<file path="src/rcs_pkg.sv">
// constants and types shared by the reset cause and debug reset block
package rcs_pkg;

    localparam logic [15:0] STATUS_ADDR   = 16'h1800;
    localparam logic [15:0] FORCE_ADDR    = 16'h1801;
    localparam int          FORCE_BIT     = 0;

    localparam logic [15:0] ILL1_LO       = 16'h0470;
    localparam logic [15:0] ILL1_HI       = 16'h17FF;
    localparam logic [15:0] ILL2_LO       = 16'h1860;
    localparam logic [15:0] ILL2_HI       = 16'hBFFF;

    localparam logic [7:0]  POR_VALUE     = 8'h82;
    localparam logic [7:0]  READ_ZERO     = 8'h00;

    localparam int          CLK_NS        = 10;
    localparam int          RESET_HOLD_NS = 100;
    localparam int          RESET_HOLD_CYC = (RESET_HOLD_NS + CLK_NS - 1) / CLK_NS;
    localparam logic [3:0]  HOLD_LOAD     = 4'(RESET_HOLD_CYC - 1);
    localparam int          WDOG_TIMEOUT_CYC = 8192;

    typedef enum logic [1:0]
    {
        RCS_RUN  = 2'b00,
        RCS_HOLD = 2'b01
    } rcs_state_e;

    typedef struct packed
    {
        logic power_on_flag;
        logic ext_pin_flag;
        logic watchdog_reset_flag;
        logic illegal_opcode_flag;
        logic illegal_address_flag;
        logic clock_generator_fault_flag;
        logic low_voltage_flag;
        logic unused;
    } rcs_cause_s;

    typedef struct packed
    {
        logic        wr;
        logic        rd;
        logic [15:0] addr;
        logic [7:0]  wdata;
    } rcs_bus_req_s;

endpackage

</file>
<file path="src/rcs_reset_cause.sv">
// reset cause capture, watchdog restart and debug forced reset
// Summary of operation
// - the status register holds seven read-only cause flags in bits 7 to 1 and bit 0 reads zero.
// - a reset forced by the debug host with no other source active leaves every cause flag cleared.
// - any write to the status address restarts the watchdog and leaves the flags unchanged.
// - power-on sets the power-on and low-voltage flags and clears all others.
// - a low-voltage reset keeps the power-on flag, sets low-voltage and clears the rest.
// - any other reset clears power-on and low-voltage and sets each flag whose source was active.
// - a low level held on the reset pin causes a reset with the pin flag set.
// - a watchdog timeout resets with the watchdog flag set, never while the watchdog is disabled.
// - an unimplemented opcode, or stop or background entry while disabled, resets as illegal opcode.
// - an access between the end of RAM and the high-page registers resets as illegal address.
// - an access between the high-page registers and flash resets as illegal address.
// - accesses inside register areas never count as illegal addresses.
// - a low-voltage trip with reset and stop enables both set resets with the low-voltage flag.
// - only a background debug write may set the force reset bit; user writes are ignored.
// - every read of the force reset register returns zero.
// - a background write of one to bit 0 of the force register forces a full reset at once.
module rcs_reset_cause
#(
    parameter int WDOG_TIMEOUT = rcs_pkg::WDOG_TIMEOUT_CYC
)
(
    input  wire logic                 sys_clk,
    input  wire logic                 rst_b,
    input  wire logic                 reset_pin_b,
    input  wire logic                 lv_trip,
    input  wire logic                 clock_fault,
    input  wire rcs_pkg::rcs_bus_req_s cpu_req,
    input  wire rcs_pkg::rcs_bus_req_s bdm_req,
    input  wire logic                 opcode_unimpl,
    input  wire logic                 stop_exec,
    input  wire logic                 enter_background_instruction_exec,
    input  wire logic                 stop_mode_enable,
    input  wire logic                 background_mode_enable,
    input  wire logic                 watchdog_enable,
    input  wire logic                 low_voltage_reset_enable,
    input  wire logic                 low_voltage_stop_enable,
    output logic                      mcu_reset,
    output logic [7:0]                cpu_rdata,
    output logic [7:0]                bdm_rdata,
    output rcs_pkg::rcs_cause_s       reset_cause
);

    localparam int               WD_W     = $clog2(WDOG_TIMEOUT + 1);
    localparam logic [WD_W-1:0]  WD_LIMIT = WD_W'(WDOG_TIMEOUT - 1);

    function automatic logic addr_illegal
    (
        input logic [15:0] a
    );
        addr_illegal = ((a >= rcs_pkg::ILL1_LO) && (a <= rcs_pkg::ILL1_HI))
                    || ((a >= rcs_pkg::ILL2_LO) && (a <= rcs_pkg::ILL2_HI));
    endfunction

    // pin and detector inputs come from outside the clock domain
    logic [1:0]                sync1_reg;
    logic [1:0]                sync2_reg;
    rcs_pkg::rcs_state_e       state_reg;
    rcs_pkg::rcs_state_e       state_next;
    logic [3:0]                hold_reg;
    logic [3:0]                hold_next;
    logic [WD_W-1:0]           wd_cnt_reg;
    logic [WD_W-1:0]           wd_cnt_next;
    rcs_pkg::rcs_cause_s       cause_reg;
    rcs_pkg::rcs_cause_s       cause_next;
    rcs_pkg::rcs_cause_s       cause_other;
    rcs_pkg::rcs_cause_s       cause_lv;
    logic                      mcu_reset_reg;
    logic [7:0]                cpu_rdata_reg;
    logic [7:0]                cpu_rdata_next;
    logic [7:0]                bdm_rdata_reg;
    logic [7:0]                bdm_rdata_next;

    wire pin_active = sync2_reg[0];
    wire lv_active  = sync2_reg[1];
    wire running    = (state_reg == rcs_pkg::RCS_RUN);
    wire cpu_acc    = cpu_req.wr | cpu_req.rd;

    wire cpu_status = (cpu_req.addr == rcs_pkg::STATUS_ADDR);
    wire bdm_status = (bdm_req.addr == rcs_pkg::STATUS_ADDR);
    wire cpu_force  = (cpu_req.addr == rcs_pkg::FORCE_ADDR);
    wire bdm_force  = (bdm_req.addr == rcs_pkg::FORCE_ADDR);

    wire status_wr  = (cpu_req.wr & cpu_status)
                    | (bdm_req.wr & bdm_status);

    wire illegal_address_flag_hit   = cpu_acc & addr_illegal(cpu_req.addr);

    wire illegal_opcode_flag_hit   = opcode_unimpl
                    | (stop_exec & ~stop_mode_enable)
                    | (enter_background_instruction_exec & ~background_mode_enable);

    wire wdog_hit   = watchdog_enable & (wd_cnt_reg >= WD_LIMIT);

    wire lv_hit     = lv_active
                    & low_voltage_reset_enable
                    & low_voltage_stop_enable;

    // only the background port can reach the force bit
    wire force_hit  = bdm_req.wr & bdm_force
                    & bdm_req.wdata[rcs_pkg::FORCE_BIT];

    wire other_hit  = pin_active | wdog_hit | illegal_opcode_flag_hit
                    | illegal_address_flag_hit | clock_fault;

    wire any_hit    = running & (lv_hit | other_hit | force_hit);

    assign cause_other = rcs_pkg::rcs_cause_s'({1'b0, pin_active, wdog_hit,
                         illegal_opcode_flag_hit, illegal_address_flag_hit, clock_fault, 2'h0});

    assign cause_lv = rcs_pkg::rcs_cause_s'({cause_reg.power_on_flag,
                      5'h00, 1'b1, 1'b0});

    // low voltage takes priority, a forced reset alone clears all
    assign cause_next = !any_hit   ? cause_reg
                      : lv_hit     ? cause_lv
                      : other_hit  ? cause_other
                      : rcs_pkg::rcs_cause_s'(8'h00);

    always_comb
    begin
        state_next = state_reg;
        case (state_reg)
            rcs_pkg::RCS_RUN:
            begin
                if (any_hit)
                begin
                    state_next = rcs_pkg::RCS_HOLD;
                end
            end
            rcs_pkg::RCS_HOLD:
            begin
                if (hold_reg == 4'h0)
                begin
                    state_next = rcs_pkg::RCS_RUN;
                end
            end
            default:
            begin
                state_next = rcs_pkg::RCS_RUN;
            end
        endcase
    end

    assign hold_next = any_hit ? rcs_pkg::HOLD_LOAD
                     : (hold_reg != 4'h0) ? hold_reg - 4'h1
                     : hold_reg;

    assign wd_cnt_next = (!running || status_wr || !watchdog_enable)
                       ? '0 : wd_cnt_reg + 1'b1;

    // force register always reads back as zero
    assign cpu_rdata_next = (cpu_req.rd && cpu_status) ? cause_reg
                          : rcs_pkg::READ_ZERO;

    assign bdm_rdata_next = (bdm_req.rd && bdm_status) ? cause_reg
                          : rcs_pkg::READ_ZERO;

    always_ff @(posedge sys_clk or negedge rst_b)
    begin
        if (!rst_b)
        begin
            sync1_reg <= 2'h0;
            sync2_reg <= 2'h0;
        end
        else
        begin
            sync1_reg <= {lv_trip, ~reset_pin_b};
            sync2_reg <= sync1_reg;
        end
    end

    always_ff @(posedge sys_clk or negedge rst_b)
    begin
        if (!rst_b)
        begin
            state_reg <= rcs_pkg::RCS_RUN;
            hold_reg  <= 4'h0;
        end
        else
        begin
            state_reg <= state_next;
            hold_reg  <= hold_next;
        end
    end

    always_ff @(posedge sys_clk or negedge rst_b)
    begin
        if (!rst_b)
        begin
            cause_reg <= rcs_pkg::rcs_cause_s'(rcs_pkg::POR_VALUE);
        end
        else
        begin
            cause_reg <= cause_next;
        end
    end

    always_ff @(posedge sys_clk or negedge rst_b)
    begin
        if (!rst_b)
        begin
            wd_cnt_reg <= '0;
        end
        else
        begin
            wd_cnt_reg <= wd_cnt_next;
        end
    end

    always_ff @(posedge sys_clk or negedge rst_b)
    begin
        if (!rst_b)
        begin
            mcu_reset_reg <= 1'b0;
            cpu_rdata_reg <= 8'h00;
            bdm_rdata_reg <= 8'h00;
        end
        else
        begin
            mcu_reset_reg <= (state_next == rcs_pkg::RCS_HOLD);
            cpu_rdata_reg <= cpu_rdata_next;
            bdm_rdata_reg <= bdm_rdata_next;
        end
    end

    assign mcu_reset   = mcu_reset_reg;
    assign cpu_rdata   = cpu_rdata_reg;
    assign bdm_rdata   = bdm_rdata_reg;
    assign reset_cause = cause_reg;
endmodule

</file>
<file path="config.mk">
export PLATFORM = sky130hd
export DESIGN_NAME = rcs_reset_cause
export DESIGN_NICKNAME = d
export VERILOG_FILES = /design/src/rcs_pkg.sv /design/src/rcs_reset_cause.sv
export SDC_FILE = /design/constraint.sdc
export NUM_CORES = 1
export LEC_CHECK = 0
export BUFFER_PORTS_ARGS = -buffer_cell sky130_fd_sc_hd__buf_2
export CORE_MARGIN = 1
export CORE_UTILIZATION = 41
export DETAILED_ROUTE_END_ITERATION = 8
export GPL_TIMING_DRIVEN = 1
export PLACE_DENSITY = 0.73
export SLEW_MARGIN = 15
export SYNTH_ARGS = -nofsm -noshare
export SYNTH_HDL_FRONTEND = slang
export SYNTH_SLANG_ARGS = --single-unit
</file>
<file path="constraint.sdc">
create_clock -name sys_clk -period 1.9 [get_ports sys_clk]
set_input_delay 0.38 -clock sys_clk [delete_from_list [all_inputs] [get_ports sys_clk]]
set_output_delay 0.38 -clock sys_clk [all_outputs]
set_load 0.02 [all_outputs]
</file>
==> results.cfg, run 1 <==
[floorplan]
die-height_um = 73.1
fp-row-count = 25
die_w_um = 73.1
dieArea_um2 = 5350
core_um2 = 4790
io_pins = 90
initial_core_util_pct = 43.3

[cells_and_area]
fillers = 429
post-route-util_pct = 56.7
largest_reg_flops = 14
num_antenna_cells = 0
syn_to_final_growth_pct = 30.8
layout-drive-gt1-share_pct = 37.4
final_nets = 340

[clock_tree]
cts.reportedPaths.clkPinSlew_ns = 0.09
root_buffer = clkbuf_8
cts-buffers-inserted = 5
clk-insertion-delay-late_ns = 0.30
cts_max_level = 2
clock_path_buffers = 2
cts_tree = done
cts.sinks = 46

[critical_path]
critPathSlowestCell = o41a_1
reg2regPathDepth = 6
start_kind = register
cp.arrival_ns = 1.99
r2r_setup_slack_ns = 0.09
crit_path_cell_trace = ha_1 -> nand4_1 -> o41a_1 -> o2111ai_2 -> o21ai_4 -> a22o_1
reg2reg_to = reset_cause[3]
path_max_fanout = 10
r2r_start = wd_cnt_reg[1]
critPathMaxStageDelay_ns = 0.44
worst-path-buf-inv = 0
cp_top_family = compound AO/OA/AOI/OAI gates
critPathCaptureType = register
worstPathRequired_ns = 2.08
worst-setup-path-type = register to register

[power_and_ir_drop]
pwr-share-comb_pct = 18.0
p_switching_uw = 584
p_leak_nw = 1.34
clkPwrFrac_pct = 33.1
irDropWorstVdd_uv = 421
p_sw_share_pct = 25.8
total_power_mw = 2.26
seqPwrFrac_pct = 49.0
internal_power_mw = 1.68
p_per_area_nw_per_um2 = 834

[yosys]
async_flop_share_pct = 100
ys.flop_type = dfrtp_1
synth_top_cell_by_area = dfrtp_1
synth.distinct_cells = 43
yosysSeqAreaShare_pct = 55.6
syn_area_um2 = 2070
synth-edff-count = 0
avgSynthCellArea_um2 = 11.3
yosys.area.top_type_share_pct = 53.1
syn_inst = 183
ys.warnings.count = 0
synth_area_leaders = dfrtp_1 53%, nor2_1 4.0%, xor2_1 3.0%, and2_1 2.7%, and3_1 2.7%
synth.cells.most_frequent = 44 x dfrtp_1, 22 x nor2_1, 10 x nand2_1
yosysMostFrequentCell = dfrtp_1
synth-seq-cells = 46

[sta]
fin_ws_ns = 0.0897
hold_violations = 0
worst_slew_pin_slew_ns = 0.559
relSlewSlack_pct = 62.8
setup_viol = 0
fin_setup_tns_ns = 0
slew_viol_final = 0
finalCriticalPeriod_ns = 1.81
fmax_ghz = 0.552
hold_ws_ns = 0.143
finalCritPeriodShare_pct = 95.3
fin_skew_ns = 0.0116

[route]
drtPass1Iterations = 4
vias = 1628
wl_per_cell_um = 12.3
drtIter0Drc = 55
drc = 0
vias_per_cell = 4.79
wl_mm = 4.17
ant_nets = 0

[placement]
gp_congestion = 0.820
dpl.hpwl_mm = 3.24
placement.io_buffers = 71
place_ws_ns = -0.132

[grt]
grt_pass1_wl_mm = 6.73
grt_max_degree = 47
grt_use_total_pct = 16.8
antenna_found_initial = 0
grt_overflow = 0
grt_pass1_vias = 1519

[run]
maxCapViolCount = 0

[outcome]
status = finished, final reports clean

[hold_path]
hold_class = input port to async pin
[worst max path at each step]
stage | cells after the start | start | slack (ns) | end
CTS | 6 | wd_cnt_reg[1] | 0.01 | reset_cause[3]
global placement | 6 | cpu_req[15] | -0.10 | hold_reg[3]
global route | 6 | wd_cnt_reg[1] | -0.003 | reset_cause[3]
floorplan | 6 | wd_cnt_reg[0] | 0.10 | reset_cause[2]
finish | 6 | wd_cnt_reg[1] | 0.09 | reset_cause[3]
detailed placement | 6 | cpu_req[15] | -0.13 | hold_reg[3]
[power groups by stage]
stage | combinational [mW] | sequential, mW | clock [mW]
2_1_floorplan | 0.226 | 1.14 | 0
3_3_place_gp | 0.399 | 1.12 | 0
3_5_place_dp | 0.408 | 1.13 | 0
4_1_cts | 0.410 | 1.11 | 0.753
5_1_grt | 0.463 | 1.12 | 0.785
6_report | 0.406 | 1.11 | 0.747
[final cells by class]
class | instances | area [um^2] | share of cell area [%]
Sequential cell | 46 | 1150 | 42.5
Multi-Input combinational cell | 128 | 882 | 32.5
Timing Repair Buffer | 83 | 445 | 16.4
Clock buffer | 7 | 86.3 | 3.18
Tap cell | 67 | 83.8 | 3.09
Clock inverter | 1 | 30.0 | 1.11
Inverter | 8 | 30.0 | 1.11
[per-layer routing]
metal	vias up	routed length, um	GRT usage [%]
met3	4	200	4.28
met2	47	1940	27.8
met4	0	47	4.58
met1	756	1990	22.0
met5	-	0	0
li1	821	-	-
[layout by cell type, fill, tap and decap left out, drive strengths merged, types with 2 or more instances in the layout]
master   count
nor3b        4
buf         83
xnor2        6
o21ai        2
nand2       10
dfstp        2
a211oi       2
ha           3
nor4         4
nand4        9
a22o         4
a211o        2
nor2        22
o2bb2ai      2
and3         9
xor2         7
nand3        5
o2111ai      2
nor3         6
inv          8
conb         4
clkbuf       7
or3          2
and2        10
o211ai       2
dfrtp       44
[through the flow]
| stage | std cells | area, um^2 |
|---|---|---|
| floorplan | 186 | 2080 |
| global route | 340 | 2710 |
| global placement | 332 | 2580 |
| finish | 340 | 2710 |
| detailed placement | 332 | 2580 |
| CTS | 340 | 2700 |
[cells by family after synthesis]
| group | Yosys count | share of synthesized area (%) |
|---|---|---|
| and+or+nand+nor | 85 | 22.8 |
| other | 1 | 0.181 |
| AOI/OAI and AO/OA | 22 | 10.6 |
| buffers and inverters | 12 | 2.90 |
| xor gates and xnor gates | 13 | 5.49 |
| muxes | 1 | 0.543 |
| DFF | 46 | 55.6 |
| adders and majority gates | 3 | 1.81 |
[repair_timing]
action                                  CTS  global route
endpoints found under the setup margin    0             9
resized for setup                         0             2
hold buffers                              0             0
setup buffers                             0             0
(Power assumes the default switching activity.)
==> inputs of run 2 (changes only) <==
BUFFER_PORTS_ARGS = -buffer_cell sky130_fd_sc_hd__buf_4   (was -buffer_cell sky130_fd_sc_hd__buf_2)
==> run 2 against run 1 <==
Compared with the run above: setup slack improved by 0.076 ns; clock power decreased by 26%; first-iteration DRC count is 42% higher; routed wire length rose by 1.8%; die area unchanged; combinational power grew 9.4%; via count is 0.55% higher; cell count decreased by 0.59%.
==> results.cfg, run 2 (synthesized netlist as in run 1, its figures left out) <==
[outcome]
status = finished, final reports clean

[clock_tree]
clock_path_buffers = 2
cts.reportedPaths.clkPinSlew_ns = 0.08
root_buffer = clkbuf_8
clk-insertion-delay-late_ns = 0.29
cts_tree = done
cts-buffers-inserted = 5
cts.sinks = 46
cts_max_level = 2

[grt]
grt_pass1_vias = 1538
grt_use_total_pct = 17.0
grt_max_degree = 47
antenna_found_initial = 0
grt_pass1_wl_mm = 6.89
grt_overflow = 0

[sta]
fin_setup_tns_ns = 0
finalCriticalPeriod_ns = 1.73
slew_viol_final = 0
hold_violations = 0
finalCritPeriodShare_pct = 91.3
fin_ws_ns = 0.166
setup_viol = 0
relSlewSlack_pct = 55.2
fmax_ghz = 0.577
worst_slew_pin_slew_ns = 0.670
fin_skew_ns = 0.0112
rsz0062_at_grt = no

[cells_and_area]
num_antenna_cells = 0
final_cell_mix = 81 x buf_4, 44 x dfrtp_1, 22 x nor2_1
finalNonFillerCells = 338
layout_commonest_cell = buf_4
syn_to_final_growth_pct = 36.8
largest_reg_flops = 14
final_nets = 338
layout-drive-gt1-share_pct = 36.2

[power_and_ir_drop]
irDropWorstVdd_uv = 469
p_per_area_nw_per_um2 = 744
p_leak_nw = 1.36

[critical_path]
worst-path-buf-inv = 0
cp.arrival_ns = 1.91
critPathCaptureType = register
critPathMaxStageDelay_ns = 0.43
cp_top_family = compound AO/OA/AOI/OAI gates
path_max_fanout = 10
crit_path_cell_trace = ha_1 -> nand4_1 -> o41a_1 -> o2111ai_2 -> o21ai_4 -> a22o_1
critPathSlowestCell = o41a_1
worst-setup-path-type = register to register
start_kind = register
worstPathRequired_ns = 2.08

[floorplan]
fp-row-count = 25
dieArea_um2 = 5350
io_pins = 90
core_um2 = 4790
die-height_um = 73.1
initial_core_util_pct = 43.3
die_w_um = 73.1

[route]
drtPass1Iterations = 4
wl_per_cell_um = 12.6
drc = 0
wl_mm = 4.25
vias = 1637
drtIter0Drc = 78
vias_per_cell = 4.84
ant_nets = 0

[run]
maxCapViolCount = 0

[placement]
dpl.cell_count = 330
place_ws_ns = -0.142
dpl.hpwl_mm = 3.43
placement.io_buffers = 71
gp_congestion = 0.819

[hold_path]
hold_class = input port to async pin
==> run 2: changes by cell type in the layout (fill, tap and decap cells not counted) <==
cell | before | now
buf_2 | 71 | 0
buf_4 | 12 | 81
a211oi_1 | 1 | 2
a211oi_2 | 1 | 0
bufinv_16 | 1 | 0
clkbuf_1 | 1 | 2
clkbuf_8 | 6 | 5
clkinvlp_4 | 0 | 1
==> run 2: worst register-to-register path: stages, from the launching register on <==
cell and delay, ns:
dfrtp_1 0.35, ha_1 0.17, nand4_1 0.13, o41a_1 0.43, o2111ai_2 0.15, o21ai_4 0.15, a22o_1 0.25
==> run 2: repair_timing <==
action / 4_1_cts / 5_1_grt
setup endpoints to repair: 0 / 6
setup buffers: 0 / 0
hold endpoints to repair: 0 / 0
hold buffers: 0 / 0
resized for setup: 0 / 1
==> run 2: power breakdown <==
part	switching, mW	internal [mW]	total (mW)
clock	0.295	0.260	0.555
sequential	0.0572	1.05	1.11
combinational	0.218	0.227	0.444
==> run 2: per-layer routing <==
| layer | vias up | wire length (um) | track usage (%) |
|---|---|---|---|
| met1 | 772 | 1830 | 20.4 |
| met4 | 0 | 57 | 5.88 |
| met5 | - | 0 | 0 |
| met2 | 46 | 2140 | 30.1 |
| met3 | 5 | 221 | 3.45 |
| li1 | 814 | - | - |
==> run 2: metrics by stage <==
step / hold WS (ns) / area [um^2] / power [mW] / util (%)
2_1_floorplan: 0.0844 / 2080 / 1.37 / -
3_3_place_gp: 0.335 / 2750 / 1.55 / 57.4
3_5_place_dp: 0.337 / 2750 / 1.58 / 57.4
4_1_cts: 0.0896 / 2830 / 2.13 / 59.1
5_1_grt: 0.113 / 2840 / 2.22 / 59.3
6_report: 0.0690 / 2840 / 2.11 / 59.3
==> run 2: cell type report <==
class,instances,area [um^2]
Multi-Input combinational cell,128,877
Timing Repair Buffer,81,608
Clock inverter,1,7.51
Fill cell,425,1950
Tap cell,67,83.8
Sequential cell,46,1150
Inverter,8,30.0
Clock buffer,7,76.3
==> run 2: final timing paths <==
kind	start	slack [ns]	to	cells past startpoint
max	wd_cnt_reg[0]	0.17	reset_cause[3]	6
min	rst_b	0.07	sync2_reg[1]	1
max reg2reg	wd_cnt_reg[0]	0.17	reset_cause[3]	6
min reg2reg	sync1_reg[1]	0.36	sync2_reg[1]	0
max in group asynchronous	rst_b	1.45	reset_cause[1]	1
min in group sys_clk	lv_trip	0.20	sync1_reg[1]	1
==> inputs of run 3 (changes only) <==
CORE_ASPECT_RATIO = 0.75   (was unset)
SETUP_SLACK_MARGIN = 0.3   (was unset)
==> run 3 against run 2 <==
Compared with the run above: critical path type unchanged; fmax up 5.2%; routed wire length up 7.9%; the run now ends with design-rule violations left; via count up 6.3%; non-clock buffer count up 7; worst hold slack better by 0.0033 ns.
==> results.cfg, run 3 (synthesized netlist as in run 1, its figures left out) <==
[cells_and_area]
num_antenna_cells = 0
seq_area_um2 = 1150
final_nets = 346
layout_commonest_cell = buf_4
multi_input_area_um2 = 948
final_cell_mix = 85 x buf_4, 44 x dfrtp_1, 22 x nor2_1
largest_reg_flops = 14
layout-drive-gt1-share_pct = 40.9
syn_to_final_growth_pct = 43.0
fillers = 413

[route]
vias_per_cell = 5.13
vias = 1740
drc = 8
drtPass1Iterations = 6
wl_mm = 4.58
ant_nets = 0
wl_per_cell_um = 13.5
drtIter0Drc = 107

[floorplan]
fp-row-count = 22
initial_core_util_pct = 42.6
core_um2 = 4870
dieArea_um2 = 5350
die_w_um = 84.1
die-height_um = 63.6
io_pins = 90

[outcome]
failed_checks = design-rule violations
status = complete, but fails checks

[sta]
setup_viol = 0
worst_slew_pin_slew_ns = 0.562
slew_viol_final = 0
rsz0062_at_grt = yes
fin_skew_ns = 0.00493
hold_violations = 0
hold_ws_ns = 0.0723
finalCritPeriodShare_pct = 86.8
finalCriticalPeriod_ns = 1.65
relSlewSlack_pct = 62.5
fmax_ghz = 0.607

[clock_tree]
root_buffer = clkbuf_8
cts_tree = done
clk-insertion-delay-late_ns = 0.29
postCtsHoldBufs = 0
cts.reportedPaths.clkPinSlew_ns = 0.08
cts.sinks = 46
clock_path_buffers = 2
cts-buffers-inserted = 5
cts_max_level = 2

[critical_path]
path_max_fanout = 5
critPathCaptureType = register
worstPathRequired_ns = 2.08
cp.arrival_ns = 1.83
worst-setup-path-type = register to register
start_kind = register

[power_and_ir_drop]
irDropWorstVdd_uv = 341
total_power_mw = 2.15
p_leak_nw = 1.41
p_per_area_nw_per_um2 = 725

[grt]
grt_pass1_wl_mm = 7.59
antenna_found_initial = 0
grt_max_degree = 47
grt_overflow = 0
grt_use_total_pct = 18.3
grt_pass1_vias = 1671

[placement]
dpl.hpwl_mm = 3.38
placement.io_buffers = 71
gp_congestion = 0.765

[hold_path]
hold_class = input port to async pin

[run]
maxCapViolCount = 0
==> run 3: worst max-delay path, cell delays in order, from the launching register on <==
cell       delay, ns
dfrtp_1         0.36
ha_2            0.18
nand4_1         0.11
o41a_1          0.39
o2111ai_4       0.16
o21ai_4         0.12
a22o_1          0.22
==> run 3: area by class of cell <==
class,instances,area share (%)
clock buffer,6,2.45
inverter,8,1.01
clock inverter,2,0.464
tap,60,2.53
timing repair buffer,88,22.7
multi-input combinational,129,32.0
sequential,46,38.9
==> run 3: report_power, final <==
| part | total, mW | internal, mW | switching (mW) | leakage, nW |
|---|---|---|---|---|
| registers | 1.11 | 1.05 | 0.0601 | 0.604 |
| logic | 0.470 | 0.244 | 0.226 | 0.759 |
| clock network | 0.567 | 0.260 | 0.308 | 0.0452 |
==> run 3: path summary, 6_finish.rpt <==
kind                                from              to  slack (ns)  cells past startpoint
setup / recovery           wd_cnt_reg[1]  reset_cause[6]        0.25                      6
hold / removal                     rst_b   wd_cnt_reg[9]        0.07                      1
setup reg to reg           wd_cnt_reg[1]  reset_cause[6]        0.25                      6
hold reg to reg             sync1_reg[1]    sync2_reg[1]        0.37                      0
max in group asynchronous          rst_b  reset_cause[7]        1.44                      1
min in group sys_clk             lv_trip    sync1_reg[1]        0.19                      1
==> run 3: repair_timing <==
action	in CTS	in global routing
endpoints found under the hold margin	0	0
pin swaps	12	7
endpoints found under the setup margin	27	29
gates cloned	1	0
setup buffers	6	0
gates resized for setup	6	5
==> run 3: through the flow <==
step / cells / utilization (%) / setup TNS [ns] / instance area, um^2 / setup slack, ns
CTS: 339 / 60.3 / 0 / 2940 / 0.255
floorplan: 186 / - / 0 / 2100 / 0.146
global placement: 324 / 56.6 / -0.329 / 2760 / -0.0658
finish: 339 / 60.9 / 0 / 2970 / 0.251
detailed placement: 324 / 56.6 / -1.23 / 2760 / -0.106
global route: 339 / 60.9 / 0 / 2970 / 0.113
==> run 3: layer usage <==
| layer | vias to the layer above | GRT usage, % | routed length, um |
|---|---|---|---|
| met4 | 0 | 6.25 | 55 |
| li1 | 838 | - | - |
| met1 | 848 | 23.3 | 2050 |
| met2 | 50 | 30.5 | 2240 |
| met5 | - | 0 | 0 |
| met3 | 4 | 4.59 | 228 |
